**src/verilog/dptm_defs.svh**
```systemverilog
// Constants for the re-driver mode control and identification slave.
`ifndef DPTM_DEFS_SVH
`define DPTM_DEFS_SVH

// ----------------------------------------------------------------------
// Register map
// ----------------------------------------------------------------------
`define DPTM_OFS_STATUS   8'h00
`define DPTM_OFS_ID_BASE  8'h40
`define DPTM_OFS_ID_END   8'h84

// ----------------------------------------------------------------------
// Status register fields
// ----------------------------------------------------------------------
`define DPTM_ST_MODE_LSB  0
`define DPTM_ST_HPD       2
`define DPTM_ST_BUSY      3
`define DPTM_ST_PTR_LSB   8

// ----------------------------------------------------------------------
// Identification memory
// ----------------------------------------------------------------------
`define DPTM_ID_DEPTH     17
`define DPTM_ID_LAST      5'h10
`define DPTM_ID_RESET     8'h00
`define DPTM_I2C_ADDR     7'h40
`define DPTM_BIT_LAST     4'h7
`define DPTM_ADDR_BITS    4'h8

`endif

```
**src/verilog/dptm_pkg.sv**
```systemverilog
// Types shared by the re-driver control logic.
`default_nettype none
package dptm_pkg;

	// Operating mode derived from the enable pins.
	typedef enum logic [1:0] {
		DPTM_ACTIVE,
		DPTM_LOW_POWER_DDC,
		DPTM_LOW_POWER
	} dptm_mode_e;

	// Identification slave bit-level states.
	typedef enum logic [2:0] {
		DPTM_IDLE,
		DPTM_ADDR,
		DPTM_ADDR_ACK,
		DPTM_WR_BYTE,
		DPTM_WR_ACK,
		DPTM_RD_BYTE,
		DPTM_RD_ACK
	} dptm_i2c_e;

	typedef logic [7:0] dptm_byte_t;

endpackage
`default_nettype wire

```
**src/verilog/dptm_ctrl.sv**
```systemverilog
// Mode control, hot-plug path, identification slave and APB registers.
`timescale 1ns/100ps
`default_nettype none
`include "dptm_defs.svh"

module dptm_ctrl
	import dptm_pkg::*;
(
	input  wire logic        pclk,
	input  wire logic        presetn,
	// APB slave port.
	input  wire logic        psel,
	input  wire logic        penable,
	input  wire logic        pwrite,
	input  wire logic [7:0]  paddr,
	input  wire logic [31:0] pwdata,
	output var  logic [31:0] prdata,
	output var  logic        pready,
	output var  logic        pslverr,
	// Mode pins.
	input  wire logic        main_output_enable_n,
	input  wire logic        display_channel_enable,
	input  wire logic        hotplug_invert_select,
	input  wire logic        id_enable,
	input  wire logic        hotplug_in,
	// Source-side serial bus.
	input  wire logic        i2c_scl_in,
	input  wire logic        i2c_sda_in,
	output var  logic        i2c_sda_out,
	output var  logic        i2c_sda_oe_n,
	// Analog and buffer controls.
	output var  logic        tmds_lane_out_en,
	output var  logic        main_link_in_term_cm0,
	output var  logic        display_data_channel_en,
	output var  logic        low_power,
	output var  dptm_mode_e  mode,
	output var  logic        hotplug_out
);

	// ------------------------------------------------------------------
	// Declarations
	// ------------------------------------------------------------------
	logic [6:0]  pins_sync;      // Synchronised pin group.
	logic        oe_n_s;         // Output enable, active low.
	logic        display_channel_enable_s;       // Display data channel enable.
	logic        inv_s;          // Hot-plug inversion select.
	logic        id_en_s;        // Identification block enable.
	logic        hpd_s;          // Hot-plug input level.
	logic        scl_s;          // Serial clock level.
	logic        sda_s;          // Serial data level.
	logic        scl_d;          // Clock one cycle back.
	logic        sda_d;          // Data one cycle back.
	wire         scl_rise;       // Clock rising edge seen.
	wire         scl_fall;       // Clock falling edge seen.
	wire         start_cond;     // Start condition seen.
	wire         stop_cond;      // Stop condition seen.
	wire         slave_on;       // Slave may take part.
	dptm_mode_e  next_mode;      // Mode from the enable pins.
	dptm_i2c_e   state;          // Slave state.
	dptm_i2c_e   next_state;     // Next slave state.
	logic [3:0]  bit_cnt;        // Bits handled in this byte.
	dptm_byte_t  shreg;          // Shift register.
	logic        rw_bit;         // Captured direction bit.
	logic [4:0]  ptr;            // Memory read pointer.
	logic        master_ack;     // Master acknowledged last byte.
	logic        sda_low;        // Slave pulls data low.
	dptm_byte_t  id_mem [`DPTM_ID_DEPTH]; // Identification bytes.
	wire  [6:0]  addr_rx;        // Received address field.
	wire         addr_match;     // Address is ours and allowed.
	wire  [4:0]  ptr_next;       // Pointer after an acknowledge.
	wire         apb_setup;      // Access phase, first cycle.
	wire         apb_commit;     // Access phase, completing edge.
	wire         apb_is_status;  // Status register selected.
	wire         apb_is_id;      // Identification word selected.
	wire  [4:0]  apb_id_idx;     // Identification word index.
	logic [31:0] status_word;    // Assembled status value.
	logic [31:0] rd_value;       // Selected read value.

	// ------------------------------------------------------------------
	// Functions
	// ------------------------------------------------------------------
	// True when a word-aligned byte address falls in the identification window.
	function automatic logic id_hit(input logic [7:0] a);
		id_hit = (a >= `DPTM_OFS_ID_BASE) && (a < `DPTM_OFS_ID_END)
			&& (a[1:0] == 2'b00);
	endfunction

	// Clamps a pointer so reads past the end return the last byte.
	function automatic logic [4:0] id_clamp(input logic [4:0] p);
		id_clamp = (p > `DPTM_ID_LAST) ? `DPTM_ID_LAST : p;
	endfunction

	// ------------------------------------------------------------------
	// Pin synchronisers
	// ------------------------------------------------------------------
	// Idle-high pins pass inverted so reset matches their idle level.
	dptm_sync
	#(
		.WIDTH(7)
	)
	u_sync
	(
		.pclk     (pclk),
		.presetn  (presetn),
		.async_in ({main_output_enable_n, display_channel_enable,
			hotplug_invert_select, id_enable, hotplug_in,
			i2c_scl_in, i2c_sda_in} ^ 7'h43),
		.sync_out (pins_sync)
	);

	assign {oe_n_s, display_channel_enable_s, inv_s, id_en_s, hpd_s, scl_s, sda_s} =
		pins_sync ^ 7'h43;

	// ------------------------------------------------------------------
	// Mode decode
	// ------------------------------------------------------------------
	// Output enable decides the mode; channel enable only picks the
	// low-power flavour, so it never touches the lanes.
	always_comb
	begin
		if (!oe_n_s)
			next_mode = DPTM_ACTIVE;
		else if (display_channel_enable_s)
			next_mode = DPTM_LOW_POWER_DDC;
		else
			next_mode = DPTM_LOW_POWER;
	end

	// Registered controls; hot-plug is kept outside any gating.
	always_ff @(posedge pclk or negedge presetn)
	begin
		if (!presetn)
		begin
			mode                    <= DPTM_LOW_POWER;
			tmds_lane_out_en        <= 1'b0;
			main_link_in_term_cm0   <= 1'b1;
			low_power               <= 1'b1;
			display_data_channel_en <= 1'b0;
			hotplug_out             <= 1'b0;
		end
		else
		begin
			mode                    <= next_mode;
			tmds_lane_out_en        <= ~oe_n_s;
			main_link_in_term_cm0   <= oe_n_s;
			low_power               <= oe_n_s;
			display_data_channel_en <= display_channel_enable_s;
			hotplug_out             <= hpd_s ^ inv_s;
		end
	end

	// ------------------------------------------------------------------
	// Serial bus conditions
	// ------------------------------------------------------------------
	// Edges are found on the synchronised levels; at 200 MHz the
	// standard-mode bus gives hundreds of samples per phase.
	always_ff @(posedge pclk or negedge presetn)
	begin
		if (!presetn)
		begin
			scl_d <= 1'b1;
			sda_d <= 1'b1;
		end
		else
		begin
			scl_d <= scl_s;
			sda_d <= sda_s;
		end
	end

	assign scl_rise   = scl_s & ~scl_d;
	assign scl_fall   = ~scl_s & scl_d;
	assign start_cond = scl_s & scl_d & sda_d & ~sda_s;
	assign stop_cond  = scl_s & scl_d & ~sda_d & sda_s;

	// The channel enable is assumed stable during traffic; dropping it
	// simply resets the slave to idle.
	assign slave_on   = display_channel_enable_s & id_en_s;
	assign addr_rx    = shreg[7:1];
	assign addr_match = (addr_rx == `DPTM_I2C_ADDR) && id_en_s;
	assign ptr_next   = (ptr >= `DPTM_ID_LAST) ? `DPTM_ID_LAST
		: ptr + 5'h01;

	// ------------------------------------------------------------------
	// Slave state decode
	// ------------------------------------------------------------------
	always_comb
	begin
		next_state = state;
		case (state)
			DPTM_IDLE:
				next_state = DPTM_IDLE;
			DPTM_ADDR:
				// Eight bits in: ours acknowledges, others go quiet.
				if (scl_fall && bit_cnt == `DPTM_ADDR_BITS)
					next_state = addr_match ? DPTM_ADDR_ACK
						: DPTM_IDLE;
			DPTM_ADDR_ACK:
				if (scl_fall)
					next_state = rw_bit ? DPTM_RD_BYTE
						: DPTM_WR_BYTE;
			DPTM_WR_BYTE:
				if (scl_fall && bit_cnt == `DPTM_ADDR_BITS)
					next_state = DPTM_WR_ACK;
			DPTM_WR_ACK:
				if (scl_fall)
					next_state = DPTM_WR_BYTE;
			DPTM_RD_BYTE:
				if (scl_fall && bit_cnt == `DPTM_BIT_LAST)
					next_state = DPTM_RD_ACK;
			DPTM_RD_ACK:
				// A missing acknowledge ends the read; wait for stop.
				if (scl_fall)
					next_state = master_ack ? DPTM_RD_BYTE
						: DPTM_IDLE;
			default:
				next_state = DPTM_IDLE;
		endcase
		// Conditions override any bit-level progress.
		if (start_cond)
			next_state = DPTM_ADDR;
		if (stop_cond || !slave_on)
			next_state = DPTM_IDLE;
	end

	// ------------------------------------------------------------------
	// Slave datapath
	// ------------------------------------------------------------------
	// Data is sampled on clock rise and changed just after clock fall,
	// so the line is stable for the whole high phase.
	always_ff @(posedge pclk or negedge presetn)
	begin
		if (!presetn)
		begin
			state      <= DPTM_IDLE;
			bit_cnt    <= 4'h0;
			shreg      <= 8'h00;
			rw_bit     <= 1'b0;
			ptr        <= 5'h00;
			master_ack <= 1'b0;
			sda_low    <= 1'b0;
		end
		else
		begin
			state <= next_state;
			if (next_state == DPTM_IDLE || start_cond)
			begin
				// Release the line on stop, disable or new start.
				bit_cnt <= 4'h0;
				sda_low <= 1'b0;
			end
			else
			begin
				case (state)
					DPTM_ADDR, DPTM_WR_BYTE:
						if (scl_rise)
						begin
							// Shift in MSB first.
							shreg   <= {shreg[6:0], sda_s};
							bit_cnt <= bit_cnt + 4'h1;
						end
						else if (scl_fall &&
							bit_cnt == `DPTM_ADDR_BITS)
						begin
							// Pull low across the ninth clock.
							sda_low <= 1'b1;
							bit_cnt <= 4'h0;
							if (state == DPTM_ADDR)
								rw_bit <= shreg[0];
							else
								ptr <= shreg[4:0];
						end
					DPTM_ADDR_ACK, DPTM_WR_ACK:
						if (scl_fall)
						begin
							// Read starts at the selected sub-address.
							shreg   <= id_mem[id_clamp(ptr)];
							sda_low <= rw_bit &&
								!id_mem[id_clamp(ptr)][7];
							bit_cnt <= 4'h0;
						end
					DPTM_RD_BYTE:
						if (scl_fall)
						begin
							if (bit_cnt == `DPTM_BIT_LAST)
								sda_low <= 1'b0;
							else
							begin
								shreg   <= {shreg[6:0], 1'b0};
								sda_low <= !shreg[6];
							end
							bit_cnt <= bit_cnt + 4'h1;
						end
					DPTM_RD_ACK:
						if (scl_rise)
						begin
							master_ack <= !sda_s;
							if (!sda_s)
								ptr <= ptr_next;
						end
						else if (scl_fall && master_ack)
						begin
							shreg   <= id_mem[id_clamp(ptr)];
							sda_low <= !id_mem[id_clamp(ptr)][7];
							bit_cnt <= 4'h0;
						end
					default:
						bit_cnt <= 4'h0;
				endcase
			end
		end
	end

	// Open-drain data: only ever drive low.
	assign i2c_sda_out  = 1'b0;
	assign i2c_sda_oe_n = ~sda_low;

	// ------------------------------------------------------------------
	// APB decode
	// ------------------------------------------------------------------
	// One wait state lets the read data come from a flop.
	assign apb_setup     = psel & penable & ~pready;
	assign apb_commit    = psel & penable & pready;
	assign apb_is_status = (paddr == `DPTM_OFS_STATUS);
	assign apb_is_id     = id_hit(paddr);
	assign apb_id_idx    = 5'((paddr - `DPTM_OFS_ID_BASE) >> 2);

	// Status shows live mode, hot-plug, busy and the read pointer.
	always_comb
	begin
		status_word = 32'h0000_0000;
		status_word[`DPTM_ST_MODE_LSB +: 2] = mode;
		status_word[`DPTM_ST_HPD]           = hotplug_out;
		status_word[`DPTM_ST_BUSY]          = (state != DPTM_IDLE);
		status_word[`DPTM_ST_PTR_LSB +: 5]  = ptr;
	end

	// Read mux; unmapped addresses read as zero.
	always_comb
	begin
		rd_value = 32'h0000_0000;
		if (apb_is_status)
			rd_value = status_word;
		else if (apb_is_id)
			rd_value = {24'h00_0000, id_mem[apb_id_idx]};
	end

	// ------------------------------------------------------------------
	// APB response
	// ------------------------------------------------------------------
	always_ff @(posedge pclk or negedge presetn)
	begin
		if (!presetn)
		begin
			pready  <= 1'b0;
			prdata  <= 32'h0000_0000;
			pslverr <= 1'b0;
		end
		else
		begin
			pready  <= apb_setup;
			pslverr <= apb_setup & ~(apb_is_status | apb_is_id);
			if (apb_setup && !pwrite)
				prdata <= rd_value;
		end
	end

	// ------------------------------------------------------------------
	// Identification memory
	// ------------------------------------------------------------------
	// Software loads the bytes the slave returns; the reset value is
	// zero, so every byte reads as 00 until firmware fills the memory.
	genvar gi;
	generate
		for (gi = 0; gi < `DPTM_ID_DEPTH; gi++)
		begin : g_id
			always_ff @(posedge pclk or negedge presetn)
			begin
				if (!presetn)
					id_mem[gi] <= `DPTM_ID_RESET;
				else if (apb_commit && pwrite && apb_is_id &&
					apb_id_idx == 5'(gi))
					id_mem[gi] <= pwdata[7:0];
			end
		end
	endgenerate

endmodule
`default_nettype wire

```
**src/verilog/dptm_sync.sv**
```systemverilog
// Two-stage synchroniser for a group of asynchronous pins.
`timescale 1ns/100ps
`default_nettype none
module dptm_sync
#(
	parameter int WIDTH = 1
)
(
	input  wire logic             pclk,
	input  wire logic             presetn,
	input  wire logic [WIDTH-1:0] async_in,
	output var  logic [WIDTH-1:0] sync_out
);

	// First stage; only the second stage reads it.
	logic [WIDTH-1:0] meta;

	// ------------------------------------------------------------------
	// One pair of flops per bit
	// ------------------------------------------------------------------
	genvar i;
	generate
		for (i = 0; i < WIDTH; i++)
		begin : g_bit
			// Both stages reset low so no pin level leaks into reset.
			always_ff @(posedge pclk or negedge presetn)
			begin
				if (!presetn)
				begin
					meta[i]     <= 1'b0;
					sync_out[i] <= 1'b0;
				end
				else
				begin
					meta[i]     <= async_in[i];
					sync_out[i] <= meta[i];
				end
			end
		end
	endgenerate

endmodule
`default_nettype wire

```
**config.mk**
```make
export PLATFORM = sky130hd
export DESIGN_NAME = dptm_ctrl
export DESIGN_NICKNAME = d
export VERILOG_FILES = /design/src/verilog/dptm_pkg.sv /design/src/verilog/dptm_ctrl.sv /design/src/verilog/dptm_sync.sv
export VERILOG_INCLUDE_DIRS = /design/src /design/src/verilog
export SDC_FILE = /design/constraint.sdc
export NUM_CORES = 1
export LEC_CHECK = 0
export BUFFER_PORTS_ARGS = -buffer_cell sky130_fd_sc_hd__buf_4
export CAP_MARGIN = 25
export CORE_MARGIN = 2
export CORE_UTILIZATION = 65
export DETAILED_ROUTE_END_ITERATION = 10
export HOLD_SLACK_MARGIN = 0.15
export PLACE_DENSITY = 0.9
export SLEW_MARGIN = 30
export SYNTH_ARGS = -nofsm -noshare
export SYNTH_HDL_FRONTEND = slang
export SYNTH_SLANG_ARGS = --single-unit
```
**constraint.sdc**
```tcl
create_clock -name pclk -period 5.5 [get_ports pclk]
set_input_delay 1.1 -clock pclk [delete_from_list [all_inputs] [get_ports pclk]]
set_output_delay 1.1 -clock pclk [all_outputs]
set_load 0.03 [all_outputs]
```
==> results.md <==
* Run status: finished clean
* Gate count of the mapped netlist at 822
* Number of synthesized flops with an enable pin at 0
* Biggest fanout along the worst timing path at 23
* Clock Latency Late Sink at 450 ps
* Total routed wirelength at 26700 um
* Boundary pin count at 95
* Setup skew after layout at 10.3 ps
* Clock tree from TritonCTS: yes
* Per-cell routed wire length at 25.0 um
* Count of standard-cell rows at 46
* Cts hold-fix bufs at 0
* RSZ-0062 raised after global routing: no
* Standard cell with the maximum stage delay on the critical path: dfrtp_1
* Total area of sequential cells at 4910 um2
* Maximum number of pins on one net before global-route repair at roughly 110
* Share of the synthesized area in compound gates (AO/OA/AOI/OAI) at 8.90%
* Post-cts sizing count at 0
* Antenna diodes at 0
* Post-synth top area share at 46.4%
* Number of violations reported at the end of detailed-routing iteration 0 at 821
* CP arrival at around 3800 ps
* Synth Warn # at 0
* Starting density of the core at 65.8%
* Total count of hold-check failures in the final report at 0
* Crit path buf inv count at 1
* GR Overflow Total at 0
* Relative slew slack at 32.4%
* Number of buffers created by CTS at 17
* # DRC at 0
* Fraction of registers with async set/reset at 100%
* Detailed placer's ending HPWL at 16800 um
* Number of max-cap violations at 0
* Top Family by Delay on Critical Path: compound AO/OA/AOI/OAI gates
* Distinct cell type count after synthesis at 66
* Slew at the pin with the worst max-slew slack at 1010 ps
* Synth Area per Inst at 12.6 um2
* Cell accounting for the most synthesized area: dfrtp_1
* DR pass1 iterations at 7
* Top cell types by occurrence after synthesis: dfrtp_1 (192), mux2_2 (145), nand2_1 (55)
* Final total negative setup slack at 0 ps
* Crit path launch type: register
* Routed via count at 7469
* Pwr Total at about 0.0029 W
* Die area at 16900 um2
* Chip Height at 130 um
* Critical path data required time at 5830 ps
* Number of clock sinks at 196
* Per-cell via count in the routed design at between 6 and 7
* Final layout net count at roughly 900
* Timing-limited maximum frequency at roughly 290 MHz
* Layout cells sized above 1 at 34.9%
* Worst setup path class: reg2reg
* Leakage at 5.22 nW
* Growth of design area from synthesis to finish at 9.11%
* Flop and latch count out of synthesis at 196
* Kind of path behind the tightest hold check: reg2reg
* Ratio of final minimum period to clock period at 62.1%
* Period minus WS final at 3410 ps
* Via count of the first global-routing pass at 7463
* Number of input and output port buffers inserted at 50
* Area fraction in and, or, nand and nor cells after synthesis at 9.24%
* Peak VDD IR at 0.297 mV
* Root buffer cell: clkbuf_16
* Leading register cell type out of synthesis: dfrtp_1
* Initial antenna violation count at 0
* Cell with the most instances after synthesis: dfrtp_1
* Global-route usage over all layers at between 30 and 40%
* ANT nets after route at 0
* XOR/XNOR Fraction of Synth Area at 0.169%
* Chip width at about 130 um
* Worst-path clk slew at about 70 ps
* Global placement routability congestion at 0.927
* Pins Over Slew Limit at 0
* Area of the mapped netlist at between 10000 and 15000 um2
* Synthesized-area fraction occupied by adder cells at 0.484%
* Final number of setup-violating endpoints at 0
* Worst Setup End Kind: register
* Buffer depth of the longest clock path at 2
* Core area at 15700 um2
* Wire length of the first global-routing pass at 41300 um
* PwrDens at 254 nW/um2
* Ranking of synthesized cells by area: dfrtp_1 (46%), mux2_2 (16%), mux4_2 (11%)
* Sequential share of the synthesized area at 47.5%
* Chain of cells forming the critical path: inv_1, ha_1, and4bb_2, a21oi_4, mux4_2, nand3_1, and3_1, o41ai_1
* Number of filler cells placed in the layout at 1020
* Number of buffers inserted by post-CTS setup repair at 0
* Maximum cell stage delay along the critical path at roughly 900 ps
* H-tree lvl count at 4
* Area of the multi-input gates at roughly 5000 um2
* Post-synthesis mux area share at between 20% and 30%
* Combinational family with the most area after synthesis: multiplexers
cells by family (layout without fill, tap and decap cells):
kind of cell    count (synthesis)  in the layout
simple gates                  183            183
mux                           208            208
fa+ha+maj                       4              4
flops                         196            196
buf+inv                        98            111
compound gates                130            130
xor+xnor                        2              2
other cells                     1             20
where the power goes:
part           total (W)  switching [W]  internal, W
Clock            0.00126       0.000560     0.000696
Sequential       0.00147      0.0000103      0.00146
Combinational   0.000148       0.000106    0.0000416
state kept, by name, summed over array words and instances, names as in the netlist, 2 cells and up:
name             cells
bit_cnt              4
shreg                8
mode                 2
id_mem             136
u_sync.meta          7
u_sync.sync_out      7
prdata              13
state                3
ptr                  5
stage by stage:
| step | hold WS, ps | worst slack, ps | std cells | utilization [%] | instance area, um2 |
|---|---|---|---|---|---|
| after floorplan | 331 | 2620 | 841 | - | 10400 |
| after global placement | 335 | 1990 | 1038 | 68.1 | 10700 |
| after detailed placement | 335 | 1880 | 1038 | 68.1 | 10700 |
| after CTS | 349 | 2090 | 1070 | 71.8 | 11300 |
| after global routing | 353 | 1830 | 1070 | 71.8 | 11300 |
| final | 350 | 2090 | 1070 | 71.8 | 11300 |
final timing paths:
check	from	to	slack (ps)	depth (start not counted)
setup / recovery	ptr[0]$_DFFE_PN0P_	shreg[2]$_DFFE_PN0P_	2090	8
hold / removal	u_sync.meta[4]$_DFF_PN0_	u_sync.sync_out[4]$_DFF_PN0_	350	0
max in group asynchronous	presetn	id_mem[98]$_DFFE_PN0P_	3780	2
min in group asynchronous	presetn	tmds_lane_out_en$_DFF_PN0_	700	1
setup reg to reg	ptr[0]$_DFFE_PN0P_	shreg[2]$_DFFE_PN0P_	2090	8
hold reg to reg	u_sync.meta[4]$_DFF_PN0_	u_sync.sync_out[4]$_DFF_PN0_	350	0
layer usage:
metal  part of all wire [%]  GRT usage (%)  wire length, um  up-vias
li1                       -              -                -     3097
met1                     36           42.2             9740     3751
met2                     48           52.8            12800      510
met3                     10           8.90             2780      111
met4                    5.4           19.7             1440        0
met5                      0              0                0        -
layout make-up:
class | count | area share, %
timing repair buffer | 55 | 3.82
multi-input combinational | 547 | 44.3
clock inverter | 11 | 1.10
inverter | 24 | 0.798
tap | 216 | 2.39
sequential | 196 | 43.5
clock buffer | 21 | 4.08
cells in the final DEF (no fill, tap or decap), types with 4 or more instances in the layout:
master,n
nor2b_1,19
and3b_1,5
mux4_1,6
conb_1,20
dfrtp_1,192
nor3_1,10
a221oi_1,10
buf_4,53
inv_1,22
a211oi_1,22
mux2i_1,8
dfstp_2,4
and3_1,8
nand2b_1,6
ha_1,4
o41ai_1,5
a22o_1,5
nor2_1,30
a222oi_1,4
a31oi_1,9
mux2_2,145
o31ai_1,4
nand2_1,55
o21ai_0,14
clkbuf_16,17
a22oi_1,8
nand3_1,23
a21oi_1,30
mux4_2,49
Power figures use the tool's default switching activity.
